$ cat src/gppi_defines.vh
// Purpose: constants for the general purpose port with pixel input
// Assumes: byte addresses on a 9-bit register port, 32-bit data words
// Notes:   data window occupies words 0..63, control words follow it
`ifndef GPPI_DEFINES_VH
`define GPPI_DEFINES_VH

// ****************************************
// register map (byte addresses)
// ****************************************
`define GPPI_ADDR_W        9
`define GPPI_WIN_BASE      9'h000
`define GPPI_WIN_WORDS     64
`define GPPI_CTRL_ADDR     9'h100
`define GPPI_OE_ADDR       9'h104
`define GPPI_STAT_ADDR     9'h108

// ****************************************
// fields and reset values
// ****************************************
`define GPPI_PINS          24
`define GPPI_OE_RST        24'h000000
`define GPPI_MODE_NORMAL   2'h0
`define GPPI_MODE_PIX_IN   2'h1
`define GPPI_CTRL_MODE_LO  0
`define GPPI_CTRL_INV_BIT  2
`define GPPI_CTRL_EDGE_BIT 3
`define GPPI_STAT_INT_BIT  0
`define GPPI_STAT_OVF_BIT  1
`define GPPI_STAT_EMP_BIT  2

// ****************************************
// pixel input pin positions
// ****************************************
`define GPPI_PIN_LSTART    23
`define GPPI_PIN_FSTART    22
`define GPPI_PIN_LACT      21
`define GPPI_PIN_VALID     20
`define GPPI_PIN_CB        19
`define GPPI_PIN_PARITY    18
`define GPPI_PIN_FACT      17
`define GPPI_PIN_IRQ       8
`define GPPI_PIX_W         20
`define GPPI_FIFO_DEPTH    16
`define GPPI_FIFO_AW       4

`endif

$ cat src/gppi_top.v
// Purpose: 24-pin general purpose port with synchronous pixel input
// Assumes: CLK_I 10 MHz, port clock far slower and sampled as data
// Notes:   pixel words leave through a 16-word FIFO with valid/ready
`timescale 1ns/1ps
`include "gppi_defines.vh"

// ****************************************
// pixel FIFO
// ****************************************
module gppi_fifo #(
   parameter WIDTH = 20,
   parameter DEPTH = 16,
   parameter AW    = 4
) (
   input  wire             clk_i,     // system clock
   input  wire             rst_i,     // async reset, high
   input  wire [WIDTH-1:0] in_data_i, // push data
   input  wire             in_valid_i,// push request
   output wire             in_ready_o,// not full
   output wire [WIDTH-1:0] out_data_o,// head word
   output wire             out_valid_o,// not empty
   input  wire             out_ready_i // pop request
);
   reg [WIDTH-1:0] mem [0:DEPTH-1];
   reg [AW:0]      wr_ptr_reg;
   reg [AW:0]      rd_ptr_reg;
   wire            full;
   wire            empty;

   // extra pointer bit tells full from empty
   assign full        = (wr_ptr_reg[AW-1:0] == rd_ptr_reg[AW-1:0]) && (wr_ptr_reg[AW] != rd_ptr_reg[AW]);
   assign empty       = (wr_ptr_reg == rd_ptr_reg);
   assign in_ready_o  = ~full;
   assign out_valid_o = ~empty;
   assign out_data_o  = mem[rd_ptr_reg[AW-1:0]];

   // storage has no reset, only pointers do
   always @(posedge clk_i) begin
      if (in_valid_i && !full) begin
         mem[wr_ptr_reg[AW-1:0]] <= in_data_i;
      end
   end

   // pointer advance
   always @(posedge clk_i or posedge rst_i) begin
      if (rst_i) begin
         wr_ptr_reg <= {(AW+1){1'b0}};
         rd_ptr_reg <= {(AW+1){1'b0}};
      end else begin
         if (in_valid_i && !full) begin
            wr_ptr_reg <= wr_ptr_reg + 1'b1;
         end
         if (out_ready_i && !empty) begin
            rd_ptr_reg <= rd_ptr_reg + 1'b1;
         end
      end
   end
endmodule

// ****************************************
// port top
// ****************************************
// Behaviour
// - pins configured one by one; one mode selector governs whole port.
// - mode value 00 is normal mode and the reset default.
// - 24-bit output enable mask, 1 drives the pin, 0 makes input.
// - enable mask resets to zero, all pins three-stated.
// - data window writes land in holding register, driven on enabled pins.
// - reading a disabled pin returns its buffered pin level.
// - data bits written while their enable is zero are dropped.
// - reading an enabled pin returns the holding register bit.
// - normal mode data window spans 64 contiguous words.
// - only the low 24 bits of each word reach the pins.
// - pin 8 requests interrupt and drives the port interrupt status.
// - invert option flips the interrupt pin right after its buffer.
// - edge option off passes level; on sets status on rising edge.
// - pixel input mode takes 16-bit luma/chroma, bypassing processing.
// - source supplies port clock; inputs sampled on its rising edge.
// - pin 21 line active flag marks nonblanking pixels in a line.
// - pixel accepted only while pin 20 valid qualifier is high.
// - pin 19 high marks blue chroma; grounded if not luma/chroma.
// - pin 17 field active flag marks vertically nonblanking pixels.
// - luma on pins 15 to 8, chroma on 7 to 0, pin 16 ground.
module gppi_top (
   input  wire        CLK_I,        // system clock, 10 MHz
   input  wire        RST_I,        // async reset, active high
   input  wire [8:0]  REG_ADDR_I,   // register byte address
   input  wire        REG_WR_I,     // write strobe, one cycle
   input  wire        REG_RD_I,     // read strobe, one cycle
   input  wire [31:0] REG_WDATA_I,  // write data
   output reg  [31:0] REG_RDATA_O,  // read data
   output reg         REG_RVALID_O, // read data valid pulse
   input  wire [23:0] GPIO_I,       // pin levels from pad buffers
   output reg  [23:0] GPIO_O,       // pin drive values
   output reg  [23:0] GPIO_OE_O,    // pin output enables, high drives
   input  wire        PCLK_I,       // port clock from video source
   output reg  [19:0] PIX_DATA_O,   // pixel word toward video path
   output reg         PIX_VALID_O,  // pixel word valid
   input  wire        PIX_READY_I,  // video path takes word
   output reg         PORT_INT_O    // port interrupt status bit
);
   reg  [23:0] pin_meta_reg;
   reg  [23:0] pin_sync_reg;
   reg  [23:0] pin_hold_reg;
   reg  [2:0]  pclk_sh_reg;
   reg  [1:0]  mode_reg;
   reg         inv_reg;
   reg         edge_reg;
   reg  [23:0] oe_reg;
   reg  [23:0] hold_reg;
   reg         irq_prev_reg;
   reg         int_stat_reg;
   reg         ovf_reg;
   reg         lstart_prev_reg;
   reg         fstart_prev_reg;
   reg         sol_reg;
   reg         sof_reg;
   wire        pclk_rise;
   wire        win_hit;
   wire        wr_win;
   wire        irq_in;
   wire        pix_mode;
   wire        take_pix;
   wire [19:0] push_word;
   wire        fifo_ready;
   wire [19:0] fifo_data;
   wire        fifo_valid;
   wire        fifo_pop;
   wire [23:0] read_pins;
   wire        ovf_clr;
   wire        int_clr;

   // ****************************************
   // input synchronisers
   // ****************************************
   // pins and port clock cross into CLK_I through two flops each
   always @(posedge CLK_I or posedge RST_I) begin
      if (RST_I) begin
         pin_meta_reg <= 24'h000000;
         pin_sync_reg <= 24'h000000;
         pin_hold_reg <= 24'h000000;
         pclk_sh_reg  <= 3'h0;
      end else begin
         pin_meta_reg <= GPIO_I;
         pin_sync_reg <= pin_meta_reg;
         pin_hold_reg <= pin_sync_reg;
         pclk_sh_reg  <= {pclk_sh_reg[1:0], PCLK_I};
      end
   end

   // pin_hold lines up with the third port clock stage
   assign pclk_rise = pclk_sh_reg[1] & ~pclk_sh_reg[2];

   // ****************************************
   // register decode
   // ****************************************
   assign win_hit  = (REG_ADDR_I[8] == 1'b0) && (REG_ADDR_I[1:0] == 2'h0);
   assign wr_win   = REG_WR_I && win_hit && (mode_reg == `GPPI_MODE_NORMAL);
   assign pix_mode = (mode_reg == `GPPI_MODE_PIX_IN);
   assign int_clr  = REG_WR_I && (REG_ADDR_I == `GPPI_STAT_ADDR) && REG_WDATA_I[`GPPI_STAT_INT_BIT];
   assign ovf_clr  = REG_WR_I && (REG_ADDR_I == `GPPI_STAT_ADDR) && REG_WDATA_I[`GPPI_STAT_OVF_BIT];

   // control and enable mask; mode covers the whole port
   always @(posedge CLK_I or posedge RST_I) begin
      if (RST_I) begin
         mode_reg <= `GPPI_MODE_NORMAL;
         inv_reg  <= 1'b0;
         edge_reg <= 1'b0;
         oe_reg   <= `GPPI_OE_RST;
      end else begin
         if (REG_WR_I && (REG_ADDR_I == `GPPI_CTRL_ADDR)) begin
            mode_reg <= REG_WDATA_I[`GPPI_CTRL_MODE_LO+1:`GPPI_CTRL_MODE_LO];
            inv_reg  <= REG_WDATA_I[`GPPI_CTRL_INV_BIT];
            edge_reg <= REG_WDATA_I[`GPPI_CTRL_EDGE_BIT];
         end
         if (REG_WR_I && (REG_ADDR_I == `GPPI_OE_ADDR)) begin
            oe_reg <= REG_WDATA_I[23:0];
         end
      end
   end

   // ****************************************
   // holding register and read mux, per pin
   // ****************************************
   genvar gi;
   generate
      for (gi = 0; gi < `GPPI_PINS; gi = gi + 1) begin : g_pin
         // a bit written while its driver is off is simply not kept
         always @(posedge CLK_I or posedge RST_I) begin
            if (RST_I) begin
               hold_reg[gi] <= 1'b0;
            end else if (wr_win && oe_reg[gi]) begin
               hold_reg[gi] <= REG_WDATA_I[gi];
            end
         end
         assign read_pins[gi] = oe_reg[gi] ? hold_reg[gi] : pin_sync_reg[gi];
      end
   endgenerate

   // ****************************************
   // pin drive
   // ****************************************
   // pixel and unbuilt modes release every pin, avoiding contention
   always @(posedge CLK_I or posedge RST_I) begin
      if (RST_I) begin
         GPIO_O    <= 24'h000000;
         GPIO_OE_O <= 24'h000000;
      end else begin
         GPIO_O    <= hold_reg;
         GPIO_OE_O <= (mode_reg == `GPPI_MODE_NORMAL) ? oe_reg : 24'h000000;
      end
   end

   // ****************************************
   // interrupt pin
   // ****************************************
   assign irq_in = pin_sync_reg[`GPPI_PIN_IRQ] ^ inv_reg;

   // edge mode keeps a sticky bit; a new edge beats a same-cycle clear
   always @(posedge CLK_I or posedge RST_I) begin
      if (RST_I) begin
         irq_prev_reg <= 1'b0;
         int_stat_reg <= 1'b0;
      end else begin
         irq_prev_reg <= irq_in;
         if (!edge_reg) begin
            int_stat_reg <= irq_in;
         end else if (irq_in && !irq_prev_reg) begin
            int_stat_reg <= 1'b1;
         end else if (int_clr) begin
            int_stat_reg <= 1'b0;
         end
      end
   end

   // ****************************************
   // pixel capture
   // ****************************************
   // blanking and invalid samples are dropped at the port
   assign take_pix = pix_mode && pclk_rise && pin_hold_reg[`GPPI_PIN_VALID]
                     && pin_hold_reg[`GPPI_PIN_LACT] && pin_hold_reg[`GPPI_PIN_FACT];

   // word: parity, cb, line start, field start, luma, chroma
   assign push_word = {pin_hold_reg[`GPPI_PIN_PARITY], pin_hold_reg[`GPPI_PIN_CB],
                       sol_reg, sof_reg, pin_hold_reg[15:0]};

   // strobe falling edges mark the next pixel taken
   always @(posedge CLK_I or posedge RST_I) begin
      if (RST_I) begin
         lstart_prev_reg <= 1'b1;
         fstart_prev_reg <= 1'b1;
         sol_reg         <= 1'b0;
         sof_reg         <= 1'b0;
         ovf_reg         <= 1'b0;
      end else begin
         if (pix_mode && pclk_rise) begin
            lstart_prev_reg <= pin_hold_reg[`GPPI_PIN_LSTART];
            fstart_prev_reg <= pin_hold_reg[`GPPI_PIN_FSTART];
         end
         if (pix_mode && pclk_rise && lstart_prev_reg && !pin_hold_reg[`GPPI_PIN_LSTART]) begin
            sol_reg <= 1'b1;
         end else if (take_pix) begin
            sol_reg <= 1'b0;
         end
         if (pix_mode && pclk_rise && fstart_prev_reg && !pin_hold_reg[`GPPI_PIN_FSTART]) begin
            sof_reg <= 1'b1;
         end else if (take_pix) begin
            sof_reg <= 1'b0;
         end
         // a lost pixel is flagged; the set wins over a clear
         if (take_pix && !fifo_ready) begin
            ovf_reg <= 1'b1;
         end else if (ovf_clr) begin
            ovf_reg <= 1'b0;
         end
      end
   end

   gppi_fifo #(
      .WIDTH (`GPPI_PIX_W),
      .DEPTH (`GPPI_FIFO_DEPTH),
      .AW    (`GPPI_FIFO_AW)
   ) u_fifo (
      .clk_i       (CLK_I),
      .rst_i       (RST_I),
      .in_data_i   (push_word),
      .in_valid_i  (take_pix),
      .in_ready_o  (fifo_ready),
      .out_data_o  (fifo_data),
      .out_valid_o (fifo_valid),
      .out_ready_i (fifo_pop)
   );

   // output stage keeps PIX outputs on flops; a stalled sink fills the FIFO
   assign fifo_pop = fifo_valid && (!PIX_VALID_O || PIX_READY_I);

   always @(posedge CLK_I or posedge RST_I) begin
      if (RST_I) begin
         PIX_DATA_O  <= 20'h00000;
         PIX_VALID_O <= 1'b0;
      end else if (!PIX_VALID_O || PIX_READY_I) begin
         PIX_DATA_O  <= fifo_data;
         PIX_VALID_O <= fifo_valid;
      end
   end

   // ****************************************
   // read path
   // ****************************************
   // one cycle read latency; unmapped addresses read zero
   always @(posedge CLK_I or posedge RST_I) begin
      if (RST_I) begin
         REG_RDATA_O  <= 32'h00000000;
         REG_RVALID_O <= 1'b0;
         PORT_INT_O   <= 1'b0;
      end else begin
         REG_RVALID_O <= REG_RD_I;
         PORT_INT_O   <= int_stat_reg;
         if (REG_RD_I) begin
            if (win_hit) begin
               REG_RDATA_O <= {8'h00, read_pins};
            end else if (REG_ADDR_I == `GPPI_CTRL_ADDR) begin
               REG_RDATA_O <= {28'h0000000, edge_reg, inv_reg, mode_reg};
            end else if (REG_ADDR_I == `GPPI_OE_ADDR) begin
               REG_RDATA_O <= {8'h00, oe_reg};
            end else if (REG_ADDR_I == `GPPI_STAT_ADDR) begin
               REG_RDATA_O <= {29'h0000000, ~fifo_valid, ovf_reg, int_stat_reg};
            end else begin
               REG_RDATA_O <= 32'h00000000;
            end
         end
      end
   end
endmodule

$ cat config.mk
export PLATFORM = sky130hd
export DESIGN_NAME = gppi_top
export DESIGN_NICKNAME = d
export VERILOG_FILES = /design/src/gppi_top.v
export VERILOG_INCLUDE_DIRS = /design/src
export SDC_FILE = /design/constraint.sdc
export NUM_CORES = 1
export LEC_CHECK = 0
export CORE_MARGIN = 10
export CORE_UTILIZATION = 63
export DETAILED_ROUTE_END_ITERATION = 8
export DONT_BUFFER_PORTS = 1
export GPL_ROUTABILITY_DRIVEN = 0
export PLACE_DENSITY = 0.85
export SLEW_MARGIN = 25
export SYNTH_ARGS = -nofsm -noshare
export SYNTH_HDL_FRONTEND = slang
export SYNTH_SLANG_ARGS = --single-unit
$ cat constraint.sdc
create_clock -name CLK_I -period 9.3 [get_ports CLK_I]
set_input_delay 0.93 -clock CLK_I [delete_from_list [all_inputs] [get_ports CLK_I]]
set_output_delay 0.93 -clock CLK_I [all_outputs]
set_load 0.01 [all_outputs]
==> results of run 1 <==
## layer usage
| layer | wire (um) | vias to the layer above |
|---|---|---|
| met4 | 1067 | 2 |
| met5 | 13 | - |
| met1 | 17540 | 5588 |
| met2 | 22020 | 508 |
| met3 | 4620 | 82 |
| li1 | - | 4625 |
## worst max-delay path: cells and delay by family (launching register included)
| kind | cells | cell delay [ns] |
|---|---|---|
| AND/OR/NAND/NOR | 1 | 0.28 |
| AO/OA/AOI/OAI | 1 | 0.42 |
| buffers and inverters | 1 | 0.88 |
| XOR/XNOR | 1 | 0.22 |
| flip-flops | 1 | 0.82 |
## where the power goes
part	switching [mW]	leakage [nW]	total (mW)	internal (mW)
registers	0.171	6.00	2.88	2.71
logic	0.573	1.97	0.967	0.394
clock network	0.886	0.813	2.06	1.18
## metrics by stage
step	utilization (%)	worst slack [ns]	std cells	area, um2	hold slack (ns)
6_report	70.09	6.099	1715	22750	0.2675
5_1_grt	70.09	5.901	1715	22750	0.3101
4_1_cts	70.00	5.826	1714	22720	0.2865
3_5_place_dp	64.90	5.899	1618	21060	0.3347
3_3_place_gp	64.82	5.954	1617	21040	0.3326
2_1_floorplan	-	1.842	1227	20670	0.3312
## how the worst max path moves through the flow
stage	end	slack [ns]	cells past startpoint
floorplan	GPIO_OE_O[0]	1.84	1
global route	u_fifo.mem[15][19]	5.90	4
CTS	u_fifo.mem[1][5]	5.83	4
finish	u_fifo.mem[15][19]	6.10	4
detailed placement	u_fifo.mem[0][13]	5.90	4
global placement	u_fifo.mem[10][4]	5.95	4
## layout make-up
class,instances,area [um2]
fillers,1940,9706
inverters,29,116.4
clock buffers,69,1408
clock inverters,27,246.5
flip-flops and latches,558,15570
multi-input cells,571,4696
well taps,442,553.0
repair buffers,19,157.7
## kinds of logic (layout without fill, tap and decap cells)
group	after synthesis	in the layout	synth area share (%)
AO/OA/AOI/OAI	181	181	5.692
XOR/XNOR	15	15	0.6365
adder cells (fa/ha/maj)	5	5	0.3031
buffers and inverters	98	144	2.164
flip-flops	558	558	75.42
multiplexers	197	197	11.42
other	1	8	0.01817
AND/OR/NAND/NOR	165	165	4.346
## Yosys cell counts (22+ instances only)
cell type / number / share of area (%)
nand2_1: 29 / 0.53
o22ai_1: 57 / 1.7
and2_1: 26 / 0.79
mux4_2: 25 / 2.7
edfxtp_1: 320 / 47
nand2b_1: 22 / 0.67
clkbuf_1: 35 / 0.64
nor2_1: 40 / 0.73
a221oi_1: 23 / 0.98
mux2i_1: 114 / 5.5
inv_1: 29 / 0.53
dfrtp_1: 236 / 29
mux2_2: 58 / 3.2
o21ai_0: 43 / 1.0
==> impl_results.md, run 1 <==
* Status: finished, final reports clean
* Slew HR at a little under a third
* Crit path kind: flip-flop to flip-flop
* Number of nets in the layout at 1,306
* Crit path largest cell delay at 0.88 ns
* Synth cell types at 46
* Initial drt markers at 899
* Main synth FF type: edfxtp_1
* Reg2Reg Capture Point: u_fifo.mem[15][19]
* Setup Viol. Count Final at 0
* Slowest CP cell: clkinv_1
* Hold-fix buffers, CTS at 0
* CP max FO at 36
* CTS sink count at around 560
* Crit-path cells: xnor2_1 > nand4_1 > o2111ai_1 > clkinv_1
* Vias/cell at between 6 and 7
* Crit path arrival time at 3.19 ns
* Commonest non-fill, non-tap cell in the layout: edfxtp_1
* Min-delay worst type: input port to async pin
* DR pass1 iterations at 5
* Crit start category: flip-flop
* Die width at approximately 200 um
* Final HPWL DP at roughly 27,000 um
* Vias in the first global route at 11,187
* Initial Utilization at between 60% and 70%
* Warnings, synthesis at 0
* IO Port Bufs at 0
* Busiest metal layer after global routing: met2
* # Post-CTS Setup Buffers at 0
* I/O pin cnt at approximately 170
* First-pass GRT wire length at between 60,000 and 70,000 um
* Seq cells post-synth at 558
* TritonCTS clock tree: built
* Least-Margin Pin Slew at roughly 1.0 ns
* Clock Root Buffer: clkbuf_16
* Skew-Pair Late Insertion Delay at 0.57 ns
* Reg2reg path depth at 4
* Final Hold Vio Count at 0
* Htree depth at 2
* Layout cell share with drive strength beyond 1 at 15.63%
* FFs w/ async S/R, synth at around 43%
* Crit. End Element: flip-flop
* Syn-to-layout area delta at 10.21%
* Largest net degree at the start of global routing at a little over 90
* Met3 GRT Util at 6.955%
* Antenna Cells at 0
* Post_cts resized at 0
* Std cell rows at between 60 and 70
* Residual DRC at 0
* Fmax at between 300 and 400 MHz
* Core Footprint at between 0.03 and 0.04 mm2
* Cts bufs inserted at 51
* DR vias at around 11,000
* DRT antenna net count at 0
* Grt total ovfl at 0
* Worst Setup SP: u_fifo.rd_ptr_reg[0]
* Clk pin slew, worst setup/hold paths at 0.07 ns
* Final Max Slew Viols at 0
* Cell area power density at 259.9 mW/mm2
* Period utilization at about a third
* M1 GR Usage at 28.30%
* Setup TNS Final at 0 ns
* Overall power at ~5.9 mW
* Setup clock skew after layout at about 0.024 ns
* Largest register FFs at 320
* RR Startpoint: u_fifo.rd_ptr_reg[0]
* Height of the chip at about 200 um
* Required time of the critical path at about 9.3 ns
* Initial antenna violation count at 1
* FF-to-FF setup slack at about 6.1 ns
* Seq/Total Area, Yosys at around three quarters
* VDD IR-drop max at roughly 290 uV
* Detailed Route WL at 45,260 um
* Most frequent cells in the layout: edfxtp_1, dfrtp_1, mux2i_1, mux2_2, o22ai_1
* Tmin final at roughly 3.2 ns
* Post-Syn Area at around 0.021 mm2
* RSZ-0062 raised after global routing: false
* M2 GR Usage at 35.60%
* Syn Area/Cell at between 15 and 20 um2
* Mapped Cells at between 1,000 and 1,500
* Leakage Power at about 9 nW
* Max_cap viols at 0
* Post-synth EDFFs at 320
* Die area at between 0.04 and 0.05 mm2
* Total track usage at approximately 22%
* Maximum clock insertion buffer count at 3
* Drt wl/cell at roughly 26 um
No activity file was read; power rests on OpenSTA's default activity.
==> inputs of run 2 (changes only) <==
--- a/config.mk
+++ b/config.mk
@@ -6,6 +6,7 @@
 export SDC_FILE = /design/constraint.sdc
 export NUM_CORES = 1
 export LEC_CHECK = 0
+export ABC_AREA = 1
 export CORE_MARGIN = 10
 export CORE_UTILIZATION = 63
 export DETAILED_ROUTE_END_ITERATION = 8
==> constraint.sdc (replaced) <==
create_clock -name CLK_I -period 3.3 [get_ports CLK_I]
set_input_delay 0.33 -clock CLK_I [delete_from_list [all_inputs] [get_ports CLK_I]]
set_output_delay 0.33 -clock CLK_I [all_outputs]
set_load 0.01 [all_outputs]
==> run 2 against run 1 <==
Net effect: synthesized area up 4.5%; highest routed layer is now met4; sequential power rose to 2.8 times the previous value; clock-buffer cell count up 7; global-route usage up 5.0 points; die area up 4.0%; register-to-register slack worse by 5.2 ns; first-iteration DRC count up 100%; largest cell class unchanged; utilization up 2.6 points; worst setup slack worse by 5.2 ns; wire length up 27%; clock power rose to 3.0 times the previous value.
==> impl_results.md, run 2 <==
* Leakage Power at 9.710 nW (+11%)
* Required time of the critical path at 3.57 ns (-5.72 ns)
* Main area contributors after synthesis: edfxtp_1, dfrtp_1, nand2_1
* Mapped Cells at 1,874 (+54%)
* Overall power at 17.96 mW (+200%)
* Post_cts resized at 0 (unchanged)
* Post-Syn Area at 0.02157 mm2 (+4.5%)
* Initial drt markers at 1,807 (+100%)
* Core Footprint at 0.03362 mm2 (+3.6%)
* CP max FO at 16 (-56%)
* Synth Area in Simple Gates at 16.39% (+12 points)
* Clock Root Buffer: clkbuf_16
* Fmax at 414.5 MHz (+33%)
* Most frequent cell after synthesis: nand2_1
* Vias/cell at 6.168 (-2.1%)
* Clock power frac at 34.0% (-0.9 points)
* DR vias at 14,981 (+39%)
* Fill cells at 1,921 (-0.98%)
* Die area at 0.04204 mm2 (+4.0%)
* Clk pin slew, worst setup/hold paths at 0.07 ns (about the same)
* Total track usage at 27.11% (+5.0 points)
* Fin cells at 2,429 (+42%)
* Crit path kind: flip-flop to flip-flop
* FF-to-FF setup slack at 0.89 ns (-5.21 ns)
* Synth cell types at 35 (-24%)
* Setup ws final at 0.8874 ns (-5.211 ns)
* Number of nets in the layout at 2,012 (+54%)
* Maximum clock insertion buffer count at 3 (unchanged)
* Logic pwr share at 20.7% (+4.3 points)
* Htree depth at 2 (unchanged)
* VDD IR-drop max at 657.2 uV (+130%)
* Drt wl/cell at 23.62 um (-11%)
* Top cell type's share of synthesized area at 44.55% (-2.0 points)
* Final Max Slew Viols at 0 (unchanged)
* Status: finished, final reports clean
* Most frequent cells after synthesis: nand2_1, edfxtp_1, nor2_1
* Layout cell share with drive strength beyond 1 at 9.848% (-5.8 points)
* Pint at 12.26 mW (+190%)
* Worst setup path endpoint: u_fifo.mem[1][13]
* Skew-Pair Late Insertion Delay at 0.61 ns (+0.04 ns)
* Slew HR at 25.44% (-6.0 points)
* Syn Area/Cell at 11.51 um2 (-32%)
* Initial Utilization at 64.16% (+0.56 points)
* Synth Area in XOR/XNOR at 0.4467% (-0.19 points)
* Initial antenna violation count at 2 (+1)
* Setup clock skew after layout at 0.04433 ns (+0.02076 ns)
* DP Area at 0.02210 mm2 (+4.9%)
* CTS sink count at 558 (unchanged)
* DRT antenna net count at 0 (unchanged)
* Hold WS at 0.006898 ns (-0.2606 ns)
* Post-synthesis mux area share at 0% (-11 points)
* Final Hold Vio Count at 0 (unchanged)
* First-pass GRT wire length at 87,780 um (+28%)
* Largest net degree at the start of global routing at 141 (+53%)
* RSZ-0062 raised after global routing: false
* Commonest non-fill, non-tap cell in the layout: nand2_1
* Max_cap viols at 0 (unchanged)
* Largest register FFs at 320 (unchanged)
* Final HPWL DP at 30,730 um (+14%)
* Reg2Reg Capture Point: u_fifo.mem[1][13]
* Syn-to-layout area delta at 13.24%
* Sw Ratio at 31.72% (+4.1 points)
* Cell taking the most area after synthesis: edfxtp_1
* Setup Viol. Count Final at 0 (unchanged)
* Seq/Total Area, Yosys at 72.18% (-3.2 points)
* Main synth FF type: edfxtp_1
* Reg2reg path depth at 8 (+4)
* IO Port Bufs at 0 (unchanged)
* Min-delay worst type: input port to flip-flop
* Residual DRC at 0 (unchanged)
* FFs w/ async S/R, synth at 42.65% (unchanged)
* Sequential Power Share at 45.4% (-3.4 points)
* Largest family of logic cells by synthesized area: simple AND/OR/NAND/NOR gates
* Grt total ovfl at 0 (unchanged)
* Cts bufs inserted at 52 (+2.0%)
* Post-synth EDFFs at 320 (unchanged)
* Most frequent cells in the layout: nand2_1, edfxtp_1, nor2_1, dfrtp_1, o21ai_0
* Height of the chip at 205.0 um (+2.0%)
* TritonCTS clock tree: built
* Std cell rows at 67 (+1.5%)
* Cell area power density at 735.2 mW/mm2 (+180%)
* Crit. End Element: flip-flop
* Crit start category: flip-flop
* DR pass1 iterations at 6 (+1)
* Placement Setup Slack at 1.061 ns (-4.837 ns)
* Post-route cell area at 0.02442 mm2 (+7.4%)
* RR Startpoint: mode_reg[1]
* Cell total after placement at 2,277 (+41%)
* Vias in the first global route at 15,363 (+37%)
* I/O pin cnt at 174 (unchanged)
* Warnings, synthesis at 0 (unchanged)
* Sw power at 5.696 mW (+250%)
* Post-synthesis adder-cell area fraction at 0.2901% (-0.013 points)
* Crit path arrival time at 2.68 ns (-0.51 ns)
* Die width at 205.0 um (+2.0%)
* Least-Margin Pin Slew at 1.117 ns (+0.08888 ns)
* Detailed Route WL at 57,360 um (+27%)
* Seq cells post-synth at 558 (unchanged)
* Compound-Gate Fraction of Synth Area at 6.468% (+0.78 points)
* Worst Setup SP: mode_reg[1]
* Period utilization at 73.11% (+39 points)
* Tmin final at 2.413 ns (-0.7887 ns)
-- run 2: cell count changes after synthesis, moves of 22 or more --
| cell | before | now |
|---|---|---|
| nand2_1 | 29 | 381 |
| nand3_1 | 5 | 136 |
| a21oi_1 | 7 | 47 |
| o21ai_0 | 43 | 152 |
| nand2b_1 | 22 | 0 |
| o22ai_1 | 57 | 0 |
| and2_1 | 26 | 0 |
| mux2i_1 | 114 | 0 |
| o21ai_1 | 1 | 41 |
| nor2_1 | 40 | 280 |
| mux4_2 | 25 | 0 |
| mux2_2 | 58 | 0 |
| inv_1 | 29 | 89 |
| a221oi_1 | 23 | 0 |
-- run 2: cells by family (layout without fill, tap and decap cells) --
group | Yosys count | count (layout)
AND/OR/NAND/NOR | 837 | 837
other | 1 | 9
adder cells (fa/ha/maj) | 5 | 5
flip-flops | 558 | 558
AO/OA/AOI/OAI | 269 | 269
buffers and inverters | 193 | 292
XOR/XNOR | 11 | 11
-- run 2: critical path, cell delays in order (launching register included) --
cell     delay, ns
dfrtp_1       0.43
nor2_1        0.14
nand3_1       0.27
nor2_2        0.26
nand2_2       0.15
inv_2         0.16
nand2_2       0.13
nor2_2        0.31
buf_12        0.23
-- run 2: power by group through the flow --
stage                     Clock (mW)  Combinational, mW  Sequential, mW
after floorplan                    0               2.80            8.05
final                           6.10               3.71            8.14
after global routing            6.39               4.11            8.18
after global placement             0               3.31            8.27
after CTS                       6.10               3.64            8.15
after detailed placement           0               3.47            8.28
-- run 2: metrics by stage --
step                      TNS, ns  utilization [%]
after floorplan            -34.98                -
after global placement          0            65.74
after detailed placement        0            65.75
after CTS                       0            72.64
after global routing            0            72.66
final                           0            72.66
-- run 2: metal layers --
layer  wire length [um]  track usage [%]  vias up
li1                   -                -     6393
met1              19470            32.69     7251
met2              28620            45.61     1129
met3               7028            7.108      208
met4               2241            11.32        0
met5                  0                0        -
-- run 2: area by class of cell --
type                       instances  area (um2)  area share (%)
antenna                            1       2.502         0.01025
clock buffer                      76        1587           6.496
clock inverter                    22       196.4          0.8043
inverter                          97       370.4           1.516
multi-input combinational       1130        5171           21.17
sequential                       558       15570           63.76
tap                              448       560.5           2.295
timing repair buffer              97       964.7           3.950
-- run 2: repair_timing --
action,in CTS,in global routing
buffers inserted,0,0
hold buffers,53,0
endpoints found under the hold margin,124,0
-- run 2: how the worst min path moves through the flow --
| stage | slack, ns | to | cells after the start | startpoint |
|---|---|---|---|---|
| finish | 0.007 | REG_RDATA_O[23] | 4 | REG_RD_I |
| floorplan | 0.33 | pclk_sh_reg[1] | 0 | pclk_sh_reg[0] |
| global route | 0.007 | REG_RDATA_O[23] | 4 | REG_RD_I |
| CTS | 0.02 | REG_RDATA_O[1] | 4 | REG_ADDR_I[8] |
| detailed placement | 0.33 | pin_sync_reg[12] | 0 | pin_meta_reg[12] |
| global placement | 0.33 | pin_sync_reg[2] | 0 | pin_meta_reg[2] |
